<file path="config.mk">
export PLATFORM = sky130hd
export DESIGN_NAME = clk_switch_ctl
export DESIGN_NICKNAME = d
export VERILOG_FILES = /design/src/core/clk_switch_pkg.sv /design/src/core/clk_switch_ctl.sv
export SDC_FILE = /design/constraint.sdc
export NUM_CORES = 1
export LEC_CHECK = 0
export ABC_CLOCK_PERIOD_IN_PS = 2600
export BUFFER_PORTS_ARGS = -buffer_cell sky130_fd_sc_hd__buf_2
export CAP_MARGIN = 40
export CORE_UTILIZATION = 60
export DETAILED_ROUTE_END_ITERATION = 12
export PLACE_DENSITY = 0.8
export SLEW_MARGIN = 25
export SYNTH_ARGS = -nofsm -noshare
export SYNTH_HDL_FRONTEND = slang
export SYNTH_SLANG_ARGS = --single-unit
</file>
<file path="constraint.sdc">
create_clock -name clk -period 2.6 [get_ports clk]
set_clock_uncertainty 0.1 [all_clocks]
set_input_delay 0.13 -clock clk [delete_from_list [all_inputs] [get_ports clk]]
set_output_delay 0.13 -clock clk [all_outputs]
set_load 0.02 [all_outputs]
</file>
<file path="src/core/clk_switch_pkg.sv">
// Purpose: Shared constants and types of the system clock switch control.
// Assumes: 50 MHz control clock; word-addressed register port.
// Notes  : All offsets, field positions, resets and timing counts live here.
package clk_switch_pkg;

  // ----------------------------------------------------------------------
  // Register map and fields
  // ----------------------------------------------------------------------
  localparam logic [1:0] ADDR_CTRL    = 2'h0;
  localparam logic [1:0] ADDR_STAT    = 2'h1;
  localparam int         PLL_EN_POS   = 7;
  localparam int         FREQ_MSB     = 6;
  localparam int         FREQ_LSB     = 3;
  localparam int         SEL_MSB      = 1;
  localparam int         SEL_LSB      = 0;
  localparam int         STAT_PLL_POS = 6;
  localparam int         STAT_HFR_POS = 4;
  localparam int         STAT_LFR_POS = 1;
  localparam int         STAT_HFS_POS = 0;
  localparam logic [7:0] CTRL_RSVD    = 8'h04;
  localparam logic [7:0] STAT_RSVD    = 8'hac;
  localparam logic [7:0] RD_IDLE      = 8'h00;
  localparam logic [3:0] FREQ_RST     = 4'h7;
  localparam logic [1:0] SEL_RST      = 2'h0;
  localparam logic [1:0] CFG_INTERNAL = 2'h0;

  // ----------------------------------------------------------------------
  // Timing
  // ----------------------------------------------------------------------
  localparam int CLK_PERIOD_NS = 20;
  localparam int SW_DELAY_NS   = 2000;
  localparam int SW_CYC        = (SW_DELAY_NS + CLK_PERIOD_NS - 1) / CLK_PERIOD_NS;
  localparam int PLL_DELAY_NS  = 2000000;
  localparam int PLL_CYC_DEF   = (PLL_DELAY_NS + CLK_PERIOD_NS - 1) / CLK_PERIOD_NS;
  localparam int WARM_DELAY_NS = 5000;
  localparam int WARM_CYC_DEF  = (WARM_DELAY_NS + CLK_PERIOD_NS - 1) / CLK_PERIOD_NS;
  localparam int EXT_POR_EDGES = 2;
  localparam int EACH_EDGES    = 1;
  localparam int CNT_W         = 17;

  // ----------------------------------------------------------------------
  // Types
  // ----------------------------------------------------------------------
  typedef enum logic [1:0] {
    SRC_EC = 2'h0, SRC_LF = 2'h1, SRC_HF = 2'h2, SRC_MF = 2'h3
  } src_e;

  typedef enum logic [2:0] {
    ST_IDLE  = 3'h0, ST_START = 3'h1, ST_OLD = 3'h3, ST_NEW = 3'h2, ST_FALL = 3'h6
  } sw_state_e;

  typedef struct packed {
    logic lf_run;
    logic hf_stab;
    logic hf_run;
    logic hf_clk;
    logic lf_clk;
    logic ext_clk;
  } osc_pins_s;

  typedef struct packed {
    src_e       src;
    logic [3:0] freq;
    logic       pll_on;
    logic       hf_en;
    logic       lf_en;
    logic       busy;
  } clock_out_s;

  typedef struct packed {
    sw_state_e        st;
    logic [1:0]       sel;
    logic [3:0]       freq;
    logic             pll_en;
    src_e             cur_src;
    logic [3:0]       cur_freq;
    src_e             tgt_src;
    logic [3:0]       tgt_freq;
    logic             restart;
    logic             from_stop;
    logic [CNT_W-1:0] cnt;
    logic [1:0]       edges;
    logic             pll_act;
    logic             pll_rdy;
    logic [CNT_W-1:0] pll_cnt;
    osc_pins_s        sync1;
    osc_pins_s        sync2;
    osc_pins_s        prev;
    logic             sleep_d;
    logic [7:0]       rdata;
    clock_out_s       out;
  } ctl_state_s;

endpackage

</file>
<file path="src/core/clk_switch_ctl.sv">
// Purpose: System clock source switch control with PLL enable and status.
// Assumes: default_osc_cfg is static; oscillator pins are asynchronous.
// Notes  : Clock source is reported as a select code; the glitch-free mux
//          and the analog oscillators sit outside this block.
// Operation
// - Select field 00 takes the clock from the configured default source.
// - Select 1x runs from the internal block at the selected frequency.
// - Any reset clears the select field to zero.
// - A source change waits a settling delay before taking effect.
// - Wake from sleep onto an internal oscillator applies a warm-up delay.
// - Sleep or power-on to external clock waits two external cycles.
// - Switches onto the 31 kHz oscillator wait one old, one new cycle.
// - Switch to medium or high internal oscillator waits about 2 us.
// - PLL start allows about 2 ms before it is reported ready.
// - Control bit 7 turns the 4x PLL on or off.
// - Frequency field bits 6..3 decode to the documented frequency ladder.
// - Reset loads the frequency field with 0111, 500 kHz.
// - Codes 1010 to 1000 come from the high frequency oscillator.
// - Unimplemented control and status bits read zero.
// - Status bit 6 shows PLL ready, zero after power-on.
// - Status bit 4 shows high frequency oscillator ready.
// - Status bit 1 shows low frequency oscillator ready.
// - Status bit 0 shows high frequency oscillator stable.
// - Frequency change starts oscillator, waits falling current clock, completes.
// - Same oscillator source means no start-up delay.
// - PLL is never applied while the select field is 1x.
//
// The strobed register port and the register addresses are this design's own decisions.
`timescale 1ns/1ps
module clk_switch_ctl #(
  parameter int PLL_CYC  = clk_switch_pkg::PLL_CYC_DEF,
  parameter int WARM_CYC = clk_switch_pkg::WARM_CYC_DEF
) (
  input  wire logic                       clk,
  input  wire logic                       rst_n,
  input  wire logic                       ce,
  input  wire logic [1:0]                 default_osc_cfg,
  input  wire logic                       sleep,
  input  wire clk_switch_pkg::osc_pins_s  pins,
  input  wire logic [1:0]                 addr,
  input  wire logic [7:0]                 wdata,
  input  wire logic                       wr,
  input  wire logic                       rd,
  output logic [7:0]                      rdata,
  output clk_switch_pkg::clock_out_s      clk_out
);
  import clk_switch_pkg::*;

  // ----------------------------------------------------------------------
  // State and helpers
  // ----------------------------------------------------------------------
  localparam ctl_state_s CTL_RST = '{
    st: ST_IDLE, sel: SEL_RST, freq: FREQ_RST, pll_en: 1'b0,
    cur_src: SRC_EC, cur_freq: FREQ_RST, tgt_src: SRC_EC, tgt_freq: FREQ_RST,
    restart: 1'b1, from_stop: 1'b0, cnt: '0, edges: 2'h0,
    pll_act: 1'b0, pll_rdy: 1'b0, pll_cnt: '0,
    sync1: '0, sync2: '0, prev: '0, sleep_d: 1'b0, rdata: RD_IDLE,
    out: '{src: SRC_EC, freq: FREQ_RST, pll_on: 1'b0, hf_en: 1'b0,
           lf_en: 1'b0, busy: 1'b0}
  };

  ctl_state_s state_ff;
  ctl_state_s nxt_state;
  logic [2:0] clk_rise;
  logic [2:0] clk_fall;
  logic       want_int;
  src_e       want_src;
  logic       want_chg;
  logic       pll_req;
  logic       old_rise;
  logic       old_fall;
  logic       new_rise;
  logic [7:0] ctrl_rd;
  logic [7:0] stat_rd;

  // Pick the sampled clock bit belonging to a source
  function automatic logic clk_of(input src_e s, input logic [2:0] v);
    case (s)
      SRC_EC:  clk_of = v[0];
      SRC_LF:  clk_of = v[1];
      default: clk_of = v[2];
    endcase
  endfunction

  function automatic logic is_hf(input src_e s);
    is_hf = (s == SRC_HF) || (s == SRC_MF);
  endfunction

  // Edges come from second stage and its copy, never the first stage
  assign clk_rise = {state_ff.sync2.hf_clk, state_ff.sync2.lf_clk, state_ff.sync2.ext_clk}
                  & ~{state_ff.prev.hf_clk, state_ff.prev.lf_clk, state_ff.prev.ext_clk};
  assign clk_fall = ~{state_ff.sync2.hf_clk, state_ff.sync2.lf_clk, state_ff.sync2.ext_clk}
                  & {state_ff.prev.hf_clk, state_ff.prev.lf_clk, state_ff.prev.ext_clk};
  assign old_rise = clk_of(state_ff.cur_src, clk_rise);
  assign old_fall = clk_of(state_ff.cur_src, clk_fall);
  assign new_rise = clk_of(state_ff.tgt_src, clk_rise);

  // ----------------------------------------------------------------------
  // Source decode
  // ----------------------------------------------------------------------
  // Reserved select 01 picks the source as 00 does since only the upper bit is decoded here; the PLL needs 00
  assign want_int = state_ff.sel[SEL_MSB] || (default_osc_cfg == CFG_INTERNAL);
  always_comb begin
    if (!want_int) begin
      want_src = SRC_EC;
    end else if (state_ff.freq[3:1] == 3'h0) begin
      want_src = SRC_LF;
    end else if (state_ff.freq[3]) begin
      want_src = SRC_HF;
    end else begin
      want_src = SRC_MF;
    end
  end
  assign want_chg = state_ff.restart || (want_src != state_ff.cur_src)
                  || (want_int && (state_ff.freq != state_ff.cur_freq));

  // PLL only with select 00 and the internal default source
  assign pll_req = state_ff.pll_en && (state_ff.sel == SEL_RST)
                 && (default_osc_cfg == CFG_INTERNAL) && !sleep;

  // Read views; unimplemented bits stay zero
  always_comb begin
    ctrl_rd = RD_IDLE;
    ctrl_rd[PLL_EN_POS] = state_ff.pll_en;
    ctrl_rd[FREQ_MSB:FREQ_LSB] = state_ff.freq;
    ctrl_rd[SEL_MSB:SEL_LSB] = state_ff.sel;
    stat_rd = RD_IDLE;
    stat_rd[STAT_PLL_POS] = state_ff.pll_rdy;
    stat_rd[STAT_HFR_POS] = state_ff.sync2.hf_run;
    stat_rd[STAT_LFR_POS] = state_ff.sync2.lf_run;
    stat_rd[STAT_HFS_POS] = state_ff.sync2.hf_stab;
  end

  // ----------------------------------------------------------------------
  // Next state
  // ----------------------------------------------------------------------
  always_comb begin
    nxt_state = state_ff;
    nxt_state.sync1 = pins;
    nxt_state.sync2 = state_ff.sync1;
    nxt_state.prev = state_ff.sync2;
    nxt_state.sleep_d = sleep;

    // Register port; status offset takes no write at all
    if (wr && (addr == ADDR_CTRL)) begin
      nxt_state.pll_en = wdata[PLL_EN_POS];
      nxt_state.freq = wdata[FREQ_MSB:FREQ_LSB];
      nxt_state.sel = wdata[SEL_MSB:SEL_LSB];
    end
    nxt_state.rdata = RD_IDLE;
    if (rd) begin
      case (addr)
        ADDR_CTRL: nxt_state.rdata = ctrl_rd;
        ADDR_STAT: nxt_state.rdata = stat_rd;
        default:   nxt_state.rdata = RD_IDLE;
      endcase
    end

    // Switch sequencer
    case (state_ff.st)
      ST_IDLE: begin
        if (want_chg && !sleep) begin
          nxt_state.tgt_src = want_src;
          nxt_state.tgt_freq = state_ff.freq;
          nxt_state.restart = 1'b0;
          nxt_state.from_stop = state_ff.restart;
          nxt_state.edges = 2'h0;
          if (state_ff.restart && (want_src == SRC_EC)) begin
            nxt_state.st = ST_NEW;
            nxt_state.edges = 2'(EXT_POR_EDGES);
          end else if (state_ff.restart) begin
            nxt_state.st = ST_START;
            nxt_state.cnt = CNT_W'(WARM_CYC - 1);
          end else if (want_src == state_ff.cur_src) begin
            nxt_state.st = ST_FALL;
          end else if (is_hf(want_src)) begin
            nxt_state.st = ST_START;
            nxt_state.cnt = CNT_W'(SW_CYC - 1);
          end else begin
            nxt_state.st = ST_OLD;
            nxt_state.edges = 2'(EACH_EDGES);
          end
        end
      end
      ST_START: begin
        if (state_ff.cnt == '0) begin
          nxt_state.st = ST_FALL;
        end else begin
          nxt_state.cnt = state_ff.cnt - 1'b1;
        end
      end
      ST_OLD: begin
        if (old_rise) begin
          nxt_state.st = ST_NEW;
        end
      end
      ST_NEW: begin
        if (new_rise) begin
          nxt_state.edges = state_ff.edges - 1'b1;
          if (state_ff.edges == 2'h1) begin
            nxt_state.st = ST_FALL;
          end
        end
      end
      ST_FALL: begin
        // A stopped old clock has no edge to wait for
        if (old_fall || state_ff.from_stop) begin
          nxt_state.st = ST_IDLE;
          nxt_state.cur_src = state_ff.tgt_src;
          nxt_state.cur_freq = state_ff.tgt_freq;
          nxt_state.from_stop = 1'b0;
        end
      end
      default: nxt_state.st = ST_IDLE;
    endcase

    // Wake from sleep forces a fresh start; set wins over the clear above
    if (state_ff.sleep_d && !sleep) begin
      nxt_state.restart = 1'b1;
    end

    // PLL lock timer; ready only after the full wait
    if (!pll_req) begin
      nxt_state.pll_act = 1'b0;
      nxt_state.pll_rdy = 1'b0;
    end else if (!state_ff.pll_act) begin
      nxt_state.pll_act = 1'b1;
      nxt_state.pll_cnt = CNT_W'(PLL_CYC - 1);
    end else if (state_ff.pll_cnt != '0) begin
      nxt_state.pll_cnt = state_ff.pll_cnt - 1'b1;
    end else begin
      nxt_state.pll_rdy = 1'b1;
    end

    // Output flops follow the committed state
    nxt_state.out.src = nxt_state.cur_src;
    nxt_state.out.freq = nxt_state.cur_freq;
    nxt_state.out.pll_on = nxt_state.pll_act;
    nxt_state.out.busy = (nxt_state.st != ST_IDLE);
    nxt_state.out.hf_en = !sleep && (is_hf(nxt_state.cur_src) || nxt_state.pll_act
                        || ((nxt_state.st != ST_IDLE) && is_hf(nxt_state.tgt_src)));
    nxt_state.out.lf_en = !sleep && ((nxt_state.cur_src == SRC_LF)
                        || ((nxt_state.st != ST_IDLE) && (nxt_state.tgt_src == SRC_LF)));
  end

  // ----------------------------------------------------------------------
  // State register
  // ----------------------------------------------------------------------
  // Reset restores select 00 and frequency 0111; clock enable freezes all
  always_ff @(posedge clk or negedge rst_n) begin
    if (!rst_n) begin
      state_ff <= CTL_RST;
    end else if (ce) begin
      state_ff <= nxt_state;
    end
  end

  assign rdata = state_ff.rdata;
  assign clk_out = state_ff.out;

  logic sw_go;
  assign sw_go = ce && (state_ff.st == ST_IDLE) && (nxt_state.st != ST_IDLE);
endmodule

</file>
==> results.tsv, run 1 <==
metric	value	unit
wire length per cell	16.7	µm
vias	3754	
via/cell ratio	6.06	
total instance count after detailed placement	586	
total I/O pin count	42	
area growth from synthesis to layout	12.9	%
CTS Root Cell	sky130_fd_sc_hd__clkbuf_8	
worst supply voltage drop on vdd	0.585	mV
clock-pin slew of the registers on the worst-case setup and hold paths	0.10	ns
antenna violations before repair	0	
Port Buffers	39	
critical path class	flip-flop to flip-flop	
run status	completed	
wire length of the first global-routing pass	17.5	mm
Core Box Area	7450	µm²
number of DRC markers after the initial detailed-route iteration	202	
share of layout cells above drive strength 1	25.8	%
crit end category	flip-flop	
clock latency at the later pin of the worst-skew pair	0.37	ns
Mapped Cells	468	
number of synthesized flops with an enable pin	0	
switching share of power	39.4	%
clock net sink count	88	
NetSw	1.96	mW
flip-flop and latch count after synthesis	88	
GRT Resource Usage Total	26.9	%
proportion of power drawn by combinational gates	36.2	%
number of levels in the clock H-tree	3	
summed area of non-filler cells in the final layout	5340	µm²
GRT Residual Overflow	0	
Die Height	90.8	µm
average cell area after synthesis	10.1	µm²
Placed Instance Area	4970	µm²
WP data required	2.73	ns
pwr/cell area	932	nW/µm²
fin crit period	2.53	ns
kind of launch point of the worst setup path	flip-flop	
Row Count	31	
setup repair after global routing missed its margin	yes	
remaining routing DRC violations	0	
share of synthesized area occupied by flip-flops and latches	46.9	%
ant diodes	0	
period utilization	97.4	%
top_reg_cell synth	sky130_fd_sc_hd__dfrtp_1	
Final Setup Violations	0	
proportion of power drawn by flip-flops and latches	45.1	%
Leak Pwr	2.39	nW
clock tree from TritonCTS	built	
path type of the worst min-delay path	primary input to flip-flop	
# Max-Cap Violations	0	
RD Place Congestion	0.927	
worst slew margin relative to its limit	48.5	%
Worst EP arrival	2.66	ns
area of the die	8240	µm²
syn nets	496	
post-synthesis async set-or-reset flop share	100	%
Synthesis Warnings	0	
number of routed nets with antenna violations	0	
placed wire-length estimate after detailed placement	7.30	mm
non-filler instance count after layout	619	
Post-Route WL	10.3	mm
Total Nets Final	543	
pin count of the biggest net entering global routing	61	
total internal power	3.02	mW
via count of the first global-routing pass	3642	
measured slew at the worst slew-check pin	0.770	ns
Fin Hold WS	0.0876	ns
maximum achievable frequency	395	MHz
Clock power frac	18.7	%
Slew Viols, Final	0	
initial standard-cell utilization of the core	63.5	%
Max clock buf depth	2	
summed instance area of the synthesized netlist	4730	µm²
CP Max Fanout	11	
post-synth cell types	73	
width of the die	90.8	µm
Pre-antenna DRT Iters	5	
Num CTS Buffers	9	
final hold violation count	0	
cell usage in the layout (no fill, tap or decap), types with 3 or more instances in the layout:
cell	n
sky130_fd_sc_hd__a22o_1	9
sky130_fd_sc_hd__a211oi_1	3
sky130_fd_sc_hd__a21o_1	3
sky130_fd_sc_hd__xor2_1	10
sky130_fd_sc_hd__nand4_1	4
sky130_fd_sc_hd__nor2_1	48
sky130_fd_sc_hd__a31oi_1	6
sky130_fd_sc_hd__dfrtp_1	78
sky130_fd_sc_hd__xnor2_1	15
sky130_fd_sc_hd__nand3_1	9
sky130_fd_sc_hd__or2_2	3
sky130_fd_sc_hd__and3_1	3
sky130_fd_sc_hd__o21ai_0	24
sky130_fd_sc_hd__a21oi_1	11
sky130_fd_sc_hd__o31ai_1	3
sky130_fd_sc_hd__clkbuf_8	9
sky130_fd_sc_hd__nor3_1	13
sky130_fd_sc_hd__mux2_2	33
sky130_fd_sc_hd__buf_4	18
sky130_fd_sc_hd__nor3b_1	3
sky130_fd_sc_hd__ha_1	4
sky130_fd_sc_hd__buf_2	38
sky130_fd_sc_hd__a2111oi_0	5
sky130_fd_sc_hd__dfstp_2	10
sky130_fd_sc_hd__nor4_1	6
sky130_fd_sc_hd__or4_1	3
sky130_fd_sc_hd__nand2_1	35
sky130_fd_sc_hd__inv_1	17
sky130_fd_sc_hd__dlygate4sd3_1	15
sky130_fd_sc_hd__or3_1	11
sky130_fd_sc_hd__nand2b_1	4
sky130_fd_sc_hd__a22oi_1	5
power by group through the flow:
stage,Sequential (mW),Clock (mW),Combinational (mW)
floorplan,2.11,0,1.45
global placement,2.23,0,1.69
detailed placement,2.26,0,1.76
CTS,2.23,0.945,1.79
global route,2.30,1.00,2.02
finish,2.24,0.930,1.80
registers in the layout (all words and copies together), names as in the netlist:
register / count
state_ff: 51
nxt_state: 12
clk_out: 10
ctrl_rd: 7
rdata: 7
stat_rd: 1
final cells by class:
class / count / area [µm²]
clock buffer: 9 / 124
clock inverter: 7 / 73.8
fill: 568 / 2110
inverter: 17 / 63.8
multi-input combinational: 327 / 2240
sequential: 88 / 2210
tap: 99 / 124
timing repair buffer: 72 / 495
metrics by stage:
step / util (%) / total power [mW] / setup TNS [ns] / worst slack (ns)
after detailed placement: 66.8 / 4.02 / 0 / 0.0286
after CTS: 71.4 / 4.97 / 0 / 0.00507
after floorplan: - / 3.56 / 0 / 0.235
after global routing: 71.7 / 5.32 / -0.0244 / -0.0195
after global placement: 66.8 / 3.92 / 0 / 0.129
final: 71.7 / 4.97 / 0 / 0.0666
metal layers:
layer  part of all wire (%)  global-route usage, %  routed length (µm)  vias to the layer above
met5                      0                      0                   0                        -
met3                    5.6                   6.73                 580                       24
met4                    1.8                   6.45                 184                        0
li1                       -                      -                   -                     1768
met1                     44                   36.7                4580                     1836
met2                     48                   43.1                4970                      126
logic make-up after synthesis:
kind of cell               share of synthesized area (%)
DFF                                                 46.9
other                                             0.0794
adders and majority gates                           1.06
AOI/OAI and AO/OA                                   14.5
and+or+nand+nor                                     18.6
muxes                                               8.53
xor gates and xnor gates                            4.63
buffers and inverters                               5.77
Yosys cell counts, drive strengths merged, types with 3 or more instances:
cell,n,share of area (%)
nand2b,4,0.53
a211oi,3,0.48
nor3,13,1.4
or3,12,1.6
buf,21,3.2
nor3b,3,0.48
o31ai,3,0.48
dfstp,10,5.6
nor4,8,1.5
or4,5,0.95
a31oi,6,0.79
or2,4,0.53
a2111oi,7,1.3
xnor2,15,2.8
o21ai,25,2.6
and3,3,0.40
xor2,10,1.9
clkbuf,15,1.2
nor4b,3,0.69
ha,4,1.1
nand4,4,0.53
dfrtp,78,41
a22o,9,1.7
inv,17,1.4
nand3,9,0.95
a21oi,12,1.4
mux2,34,8.1
a21o,3,0.48
a22oi,5,0.79
nor2,49,3.9
nand2,35,2.8
critical path, stage by stage (launching register included):
cell and delay, ns:
sky130_fd_sc_hd__dfstp_2 0.61, sky130_fd_sc_hd__or4_1 0.13, sky130_fd_sc_hd__o311ai_1 0.17, sky130_fd_sc_hd__or3_1 0.52, sky130_fd_sc_hd__a2111oi_1 0.63, sky130_fd_sc_hd__xnor2_1 0.18, sky130_fd_sc_hd__nor2_1 0.05
repair_timing:
action | CTS | global route
setup endpoints to repair | 0 | 8
hold buffers | 15 | 0
endpoints found under the hold margin | 102 | 0
setup buffers | 0 | 2
gates resized for setup | 0 | 3
worst paths after layout:
path / slack [ns] / end / cells past startpoint / start
max in group asynchronous: 1.60 / ctrl_rd[4]$_DFFE_PN1P_ / 3 / rst_n
min reg2reg: 0.41 / state_ff[53]$_DFFE_PN0P_ / 1 / state_ff[53]$_DFFE_PN0P_
max reg2reg: 0.07 / state_ff[74]$_DFFE_PN0P_ / 6 / ctrl_rd[4]$_DFFE_PN1P_
max: 0.07 / state_ff[74]$_DFFE_PN0P_ / 6 / ctrl_rd[4]$_DFFE_PN1P_
min: 0.09 / state_ff[18]$_DFFE_PN0P_ / 2 / sleep
min in group asynchronous: 0.11 / state_ff[18]$_DFFE_PN0P_ / 2 / rst_n
No activity file was read; power rests on OpenSTA's default activity.
==> run 2, diff against run 1 <==
--- a/config.mk
+++ b/config.mk
@@ -10,6 +10,7 @@
 export CAP_MARGIN = 40
 export CORE_UTILIZATION = 60
 export DETAILED_ROUTE_END_ITERATION = 12
+export MAX_ROUTING_LAYER = met4
 export PLACE_DENSITY = 0.8
 export SLEW_MARGIN = 25
 export SYNTH_ARGS = -nofsm -noshare
==> results.tsv, run 2 (synthesis gave the netlist of run 1 again) <==
metric	value	unit	change
run status	completed		
path type of the worst min-delay path	primary input to asynchronous set/reset pin		
via count of the first global-routing pass	3652		+0.27%
ant diodes	0		unchanged
Max clock buf depth	2		unchanged
measured slew at the worst slew-check pin	0.651	ns	-0.119 ns
share of layout cells above drive strength 1	25.8	%	+0.050 points
period utilization	95.9	%	-1.6 points
remaining routing DRC violations	0		unchanged
antenna violations before repair	0		unchanged
maximum achievable frequency	401	MHz	+1.7%
Num CTS Buffers	9		unchanged
number of flip-flops under the largest register name	51		unchanged
fill cell total of the finished layout	557		-1.9%
Port Buffers	39		unchanged
Total Nets Final	542		-0.18%
via/cell ratio	6.09		+0.48%
pre-CTS setup slack	0.0947	ns	+0.0660 ns
most common library cell in the layout ignoring fill and taps	sky130_fd_sc_hd__dfrtp_1		
clock net sink count	88		unchanged
setup repair after global routing missed its margin	no		
critical path class	flip-flop to flip-flop		
width of the die	90.8	µm	unchanged
Core Box Area	7450	µm²	unchanged
Pre-antenna DRT Iters	5		unchanged
register-to-register setup slack	0.11	ns	+0.04 ns
RD Place Congestion	0.921		-0.65%
wire length per cell	17.3	µm	+3.5%
non-filler instance count after layout	618		-0.16%
number of routed nets with antenna violations	0		unchanged
Row Count	31		unchanged
placed wire-length estimate after detailed placement	7.35	mm	+0.67%
clock-pin slew of the registers on the worst-case setup and hold paths	0.09	ns	about the same
wire length of the first global-routing pass	17.4	mm	-0.63%
number of DRC markers after the initial detailed-route iteration	170		-16%
proportion of power drawn by flip-flops and latches	45.3	%	+0.2 points
NetSw	1.97	mW	+0.74%
kind of launch point of the worst setup path	flip-flop		
area growth from synthesis to layout	12.7	%	
initial standard-cell utilization of the core	63.5	%	unchanged
Die Height	90.8	µm	unchanged
switching share of power	39.6	%	+0.23 points
vias	3766		+0.32%
Worst EP arrival	2.64	ns	-0.02 ns
crit end category	flip-flop		
number of levels in the clock H-tree	3		unchanged
Final Setup Violations	0		unchanged
total internal power	3.01	mW	-0.22%
worst slew margin relative to its limit	55.9	%	+7.4 points
proportion of power drawn by combinational gates	36.7	%	+0.5 points
CTS Root Cell	sky130_fd_sc_hd__clkbuf_8		
Leak Pwr	2.38	nW	-0.51%
number of setup buffers added after CTS	0		unchanged
total instance count after detailed placement	586		unchanged
GRT Residual Overflow	0		unchanged
final-layout setup total negative slack	0	ns	unchanged
clock tree from TritonCTS	built		
worst supply voltage drop on vdd	0.533	mV	-9.0%
CP Max Fanout	10		-1
clock latency at the later pin of the worst-skew pair	0.37	ns	about the same
area of the die	8240	µm²	unchanged
footprint of the multi-input gates	2250	µm²	+0.39%
GRT Resource Usage Total	27.7	%	+0.85 points
Clock power frac	18.1	%	-0.6 points
min setup slack post-route	0.108	ns	+0.0412 ns
total I/O pin count	42		unchanged
Biggest register	state_ff		
Slew Viols, Final	0		unchanged
WP data required	2.75	ns	+0.02 ns
final hold violation count	0		unchanged
highest-count cells in the layout ignoring fill and taps	78 x sky130_fd_sc_hd__dfrtp_1, 48 x sky130_fd_sc_hd__nor2_1, 38 x sky130_fd_sc_hd__buf_2, 35 x sky130_fd_sc_hd__nand2_1, 33 x sky130_fd_sc_hd__mux2_2		
fin crit period	2.49	ns	-0.0412 ns
pin count of the biggest net entering global routing	61		unchanged
pwr/cell area	935	nW/µm²	+0.34%
Seq. cell area	2210	µm²	unchanged
# Max-Cap Violations	0		unchanged
Post-Route WL	10.7	mm	+3.3%
[run 2: cell types whose count changed in the layout (fill, tap and decap cells not counted), sizes merged]
cell	delta
clkinvlp	+1
clkinv	-1
buf	-1
[run 2: final timing paths]
check / end / depth (start not counted) / from
max: clk_out[1]$_DFFE_PN0P_ / 6 / ctrl_rd[6]$_DFFE_PN0P_
min: state_ff[61]$_DFFE_PN0P_ / 2 / rst_n
max reg2reg: clk_out[1]$_DFFE_PN0P_ / 6 / ctrl_rd[6]$_DFFE_PN0P_
min reg2reg: nxt_state[21]$_DFFE_PN0P_ / 2 / nxt_state[27]$_DFFE_PN0P_
max in group asynchronous: ctrl_rd[4]$_DFFE_PN1P_ / 3 / rst_n
min in group clk: rdata[6]$_DFFE_PN0P_ / 4 / addr[1]
[run 2: layout make-up]
cell class	instances	area share [%]
Multi-Input combinational cell	327	42.2
Sequential cell	88	41.6
Timing Repair Buffer	71	9.16
Clock buffer	9	2.33
Tap cell	99	2.33
Inverter	17	1.20
Clock inverter	7	1.17
[run 2: what timing repair did]
| item | CTS | global route |
|---|---|---|
| hold buffers | 15 | 0 |
| resized for setup | 0 | 7 |
| endpoints found under the hold margin | 101 | 0 |
| endpoints found under the setup margin | 0 | 7 |
[run 2: power by group through the flow]
stage | registers, mW | logic [mW] | clock network (mW)
after floorplan | 2.11 | 1.45 | 0
after global placement | 2.23 | 1.69 | 0
after detailed placement | 2.26 | 1.76 | 0
after CTS | 2.24 | 1.80 | 0.925
after global routing | 2.31 | 2.01 | 0.969
final | 2.25 | 1.83 | 0.901
[run 2: critical path, cell delays in order, from the launching register on]
cell and delay [ns]:
sky130_fd_sc_hd__dfrtp_1 0.48, sky130_fd_sc_hd__xor2_1 0.20, sky130_fd_sc_hd__o41ai_1 0.56, sky130_fd_sc_hd__o2111a_2 0.43
sky130_fd_sc_hd__o211ai_1 0.23, sky130_fd_sc_hd__o221ai_1 0.31, sky130_fd_sc_hd__nand2_1 0.08
[run 2: metrics by stage]
step / hold slack, ns / area [µm²] / utilization [%] / power (mW)
final: 0.121 / 5330 / 71.5 / 4.98
after CTS: 0.0948 / 5310 / 71.3 / 4.97
after global routing: 0.122 / 5330 / 71.5 / 5.29
after floorplan: -0.266 / 4730 / - / 3.56
after global placement: -0.0296 / 4970 / 66.8 / 3.92
after detailed placement: -0.0208 / 4970 / 66.8 / 4.03
[run 2: layer usage]
metal	GRT usage (%)	routed length, µm	vias to the layer above
met5	-	0	-
li1	-	-	1772
met4	7.93	184	0
met1	35.2	4570	1849
met2	44.8	5320	125
met3	6.06	585	20
==> run 3, diff against run 2 <==
--- a/config.mk
+++ b/config.mk
@@ -5,7 +5,7 @@
 export SDC_FILE = /design/constraint.sdc
 export NUM_CORES = 1
 export LEC_CHECK = 0
-export ABC_CLOCK_PERIOD_IN_PS = 2600
+export ABC_CLOCK_PERIOD_IN_PS = 2350
 export BUFFER_PORTS_ARGS = -buffer_cell sky130_fd_sc_hd__buf_2
 export CAP_MARGIN = 40
 export CORE_UTILIZATION = 60
==> constraint.sdc (replaced) <==
create_clock -name clk -period 2.35 [get_ports clk]
set_clock_uncertainty 0.1 [all_clocks]
set_input_delay 0.1175 -clock clk [delete_from_list [all_inputs] [get_ports clk]]
set_output_delay 0.1175 -clock clk [all_outputs]
set_load 0.02 [all_outputs]
==> results.tsv, run 3 (synthesis gave the netlist of run 1 again) <==
metric	value	unit	change
run status	finished with violations		
failing checks	negative setup slack		
width of the die	90.8	µm	unchanged
area growth from synthesis to layout	26.5	%	
Biggest register	state_ff		
via count of the first global-routing pass	3933		+7.7%
Total Nets Final	581		+7.2%
Fin Hold WS	0.0971	ns	-0.0243 ns
WP data required	2.50	ns	-0.25 ns
most common library cell in the layout ignoring fill and taps	sky130_fd_sc_hd__dfrtp_1		
number of DRC markers after the initial detailed-route iteration	259		+52%
most heavily used metal layer in global routing	met2		
pre-CTS setup slack	-0.218	ns	-0.313 ns
Num CTS Buffers	9		unchanged
Leak Pwr	2.64	nW	+11%
GRT Residual Overflow	0		unchanged
path type of the worst min-delay path	primary input to flip-flop		
Post-Route WL	12.3	mm	+15%
Pre-antenna DRT Iters	5		unchanged
wire length of the first global-routing pass	19.2	mm	+10%
initial standard-cell utilization of the core	63.5	%	unchanged
global routing met1 resource utilization	39.2	%	+4.0 points
clock-pin slew of the registers on the worst-case setup and hold paths	0.09	ns	about the same
RD Place Congestion	0.901		-2.2%
number of levels in the clock H-tree	3		unchanged
Die Height	90.8	µm	unchanged
measured slew at the worst slew-check pin	0.762	ns	+0.111 ns
final hold violation count	0		unchanged
crit end category	flip-flop		
fraction of the core area covered by cells at the end of the flow	80.3	%	+8.8 points
placed wire-length estimate after detailed placement	7.67	mm	+4.5%
wire length per cell	18.7	µm	+8.2%
total I/O pin count	42		unchanged
worst slew margin relative to its limit	49.0	%	-6.9 points
setup repair after global routing missed its margin	yes		
CP Max Fanout	5		-5
number of flip-flops under the largest register name	51		unchanged
period utilization	101	%	+5.4 points
Port Buffers	39		unchanged
min setup slack post-route	-0.0285	ns	-0.136 ns
number of routed nets with antenna violations	0		unchanged
kind of launch point of the worst setup path	flip-flop		
antenna violations before repair	0		unchanged
met2 track utilization from global routing	50.0	%	+5.2 points
# Max-Cap Violations	0		unchanged
maximum achievable frequency	420	MHz	+4.8%
Max clock buf depth	2		unchanged
routing usage on met3	5.30	%	-0.76 points
critical path class	flip-flop to flip-flop		
fin crit period	2.38	ns	-0.114 ns
remaining routing DRC violations	0		unchanged
via/cell ratio	6.16		+1.1%
CTS Root Cell	sky130_fd_sc_hd__clkbuf_8		
vias	4046		+7.4%
GRT Resource Usage Total	30.6	%	+2.8 points
clock net sink count	88		unchanged
register-to-register setup slack	-0.03	ns	-0.14 ns
clock latency at the later pin of the worst-skew pair	0.38	ns	about the same
clock tree from TritonCTS	built		
Core Box Area	7450	µm²	unchanged
highest-count cells in the layout ignoring fill and taps	75 x sky130_fd_sc_hd__dfrtp_1, 49 x sky130_fd_sc_hd__buf_4, 47 x sky130_fd_sc_hd__nor2_1, 39 x sky130_fd_sc_hd__buf_2, 34 x sky130_fd_sc_hd__nand2_1		
worst supply voltage drop on vdd	0.641	mV	+20%
non-filler instance count after layout	657		+6.3%
pwr/cell area	1090	nW/µm²	+16%
area of the die	8240	µm²	unchanged
Final Setup Violations	3		+3
total instance count after detailed placement	611		+4.3%
Slew Viols, Final	0		unchanged
power after layout	6.49	mW	+30%
Row Count	31		unchanged
ant diodes	0		unchanged
pin count of the biggest net entering global routing	53		-13%
share of layout cells above drive strength 1	37.1	%	+11 points
Worst EP arrival	2.53	ns	-0.11 ns
run 3: cell count changes in the layout (fill, tap and decap cells not counted), moves of 4 or more:
cell / delta
sky130_fd_sc_hd__a2111oi_4: +4
sky130_fd_sc_hd__a2111oi_1: -5
sky130_fd_sc_hd__nor4_1: -4
sky130_fd_sc_hd__buf_6: +6
sky130_fd_sc_hd__buf_4: +32
run 3: final timing paths:
kind | cells past startpoint | endpoint | from
max in group asynchronous | 3 | state_ff[69]$_DFFE_PN0P_ | rst_n
hold reg to reg | 2 | nxt_state[21]$_DFFE_PN0P_ | nxt_state[27]$_DFFE_PN0P_
setup / recovery | 7 | state_ff[51]$_DFFE_PN0P_ | state_ff[46]$_DFFE_PN0P_
setup reg to reg | 7 | state_ff[51]$_DFFE_PN0P_ | state_ff[46]$_DFFE_PN0P_
min in group asynchronous | 2 | state_ff[65]$_DFFE_PN0P_ | rst_n
hold / removal | 4 | rdata[4]$_DFFE_PN0P_ | addr[1]
run 3: per-layer routing:
metal  vias up  part of all wire [%]
li1       1846                     -
met1      2022                    41
met2       139                    52
met3        39                   4.9
met4         0                   2.3
met5         -                     0
run 3: area by class of cell:
class	count	area [µm²]
clock buffers	9	124
clock inverters	7	126
fillers	442	1470
inverters	17	63.8
multi-input cells	327	2520
flip-flops and latches	88	2220
well taps	99	124
repair buffers	110	801
run 3: metrics by stage:
stage	instance area, µm²	TNS [ns]
3_3_place_gp	5160	-0.0632
5_1_grt	5980	-1.37
4_1_cts	5640	-0.0156
6_report	5980	-0.0365
2_1_floorplan	4730	0
3_5_place_dp	5160	-0.607
run 3: report_power, final:
part           leakage (nW)  total [mW]  switching, mW  internal, mW
Combinational          1.42        2.66           1.42          1.24
Clock                 0.122        1.32          0.600         0.719
Sequential             1.09        2.51          0.498          2.01
run 3: what timing repair did:
item	in CTS	in global routing
hold buffers	15	0
setup endpoints to repair	17	33
gates cloned	0	1
setup buffers	5	9
pin swaps	2	21
gates resized for setup	13	49
endpoints found under the hold margin	50	0
run 3: critical path, cell delays in order, from the launching register on:
cell and delay, ns:
sky130_fd_sc_hd__dfrtp_1 0.40, sky130_fd_sc_hd__or4_4 0.54, sky130_fd_sc_hd__or4_4 0.47, sky130_fd_sc_hd__nor4_4 0.26
sky130_fd_sc_hd__buf_6 0.18, sky130_fd_sc_hd__nor4_2 0.06, sky130_fd_sc_hd__xnor2_1 0.17, sky130_fd_sc_hd__nor2_1 0.06
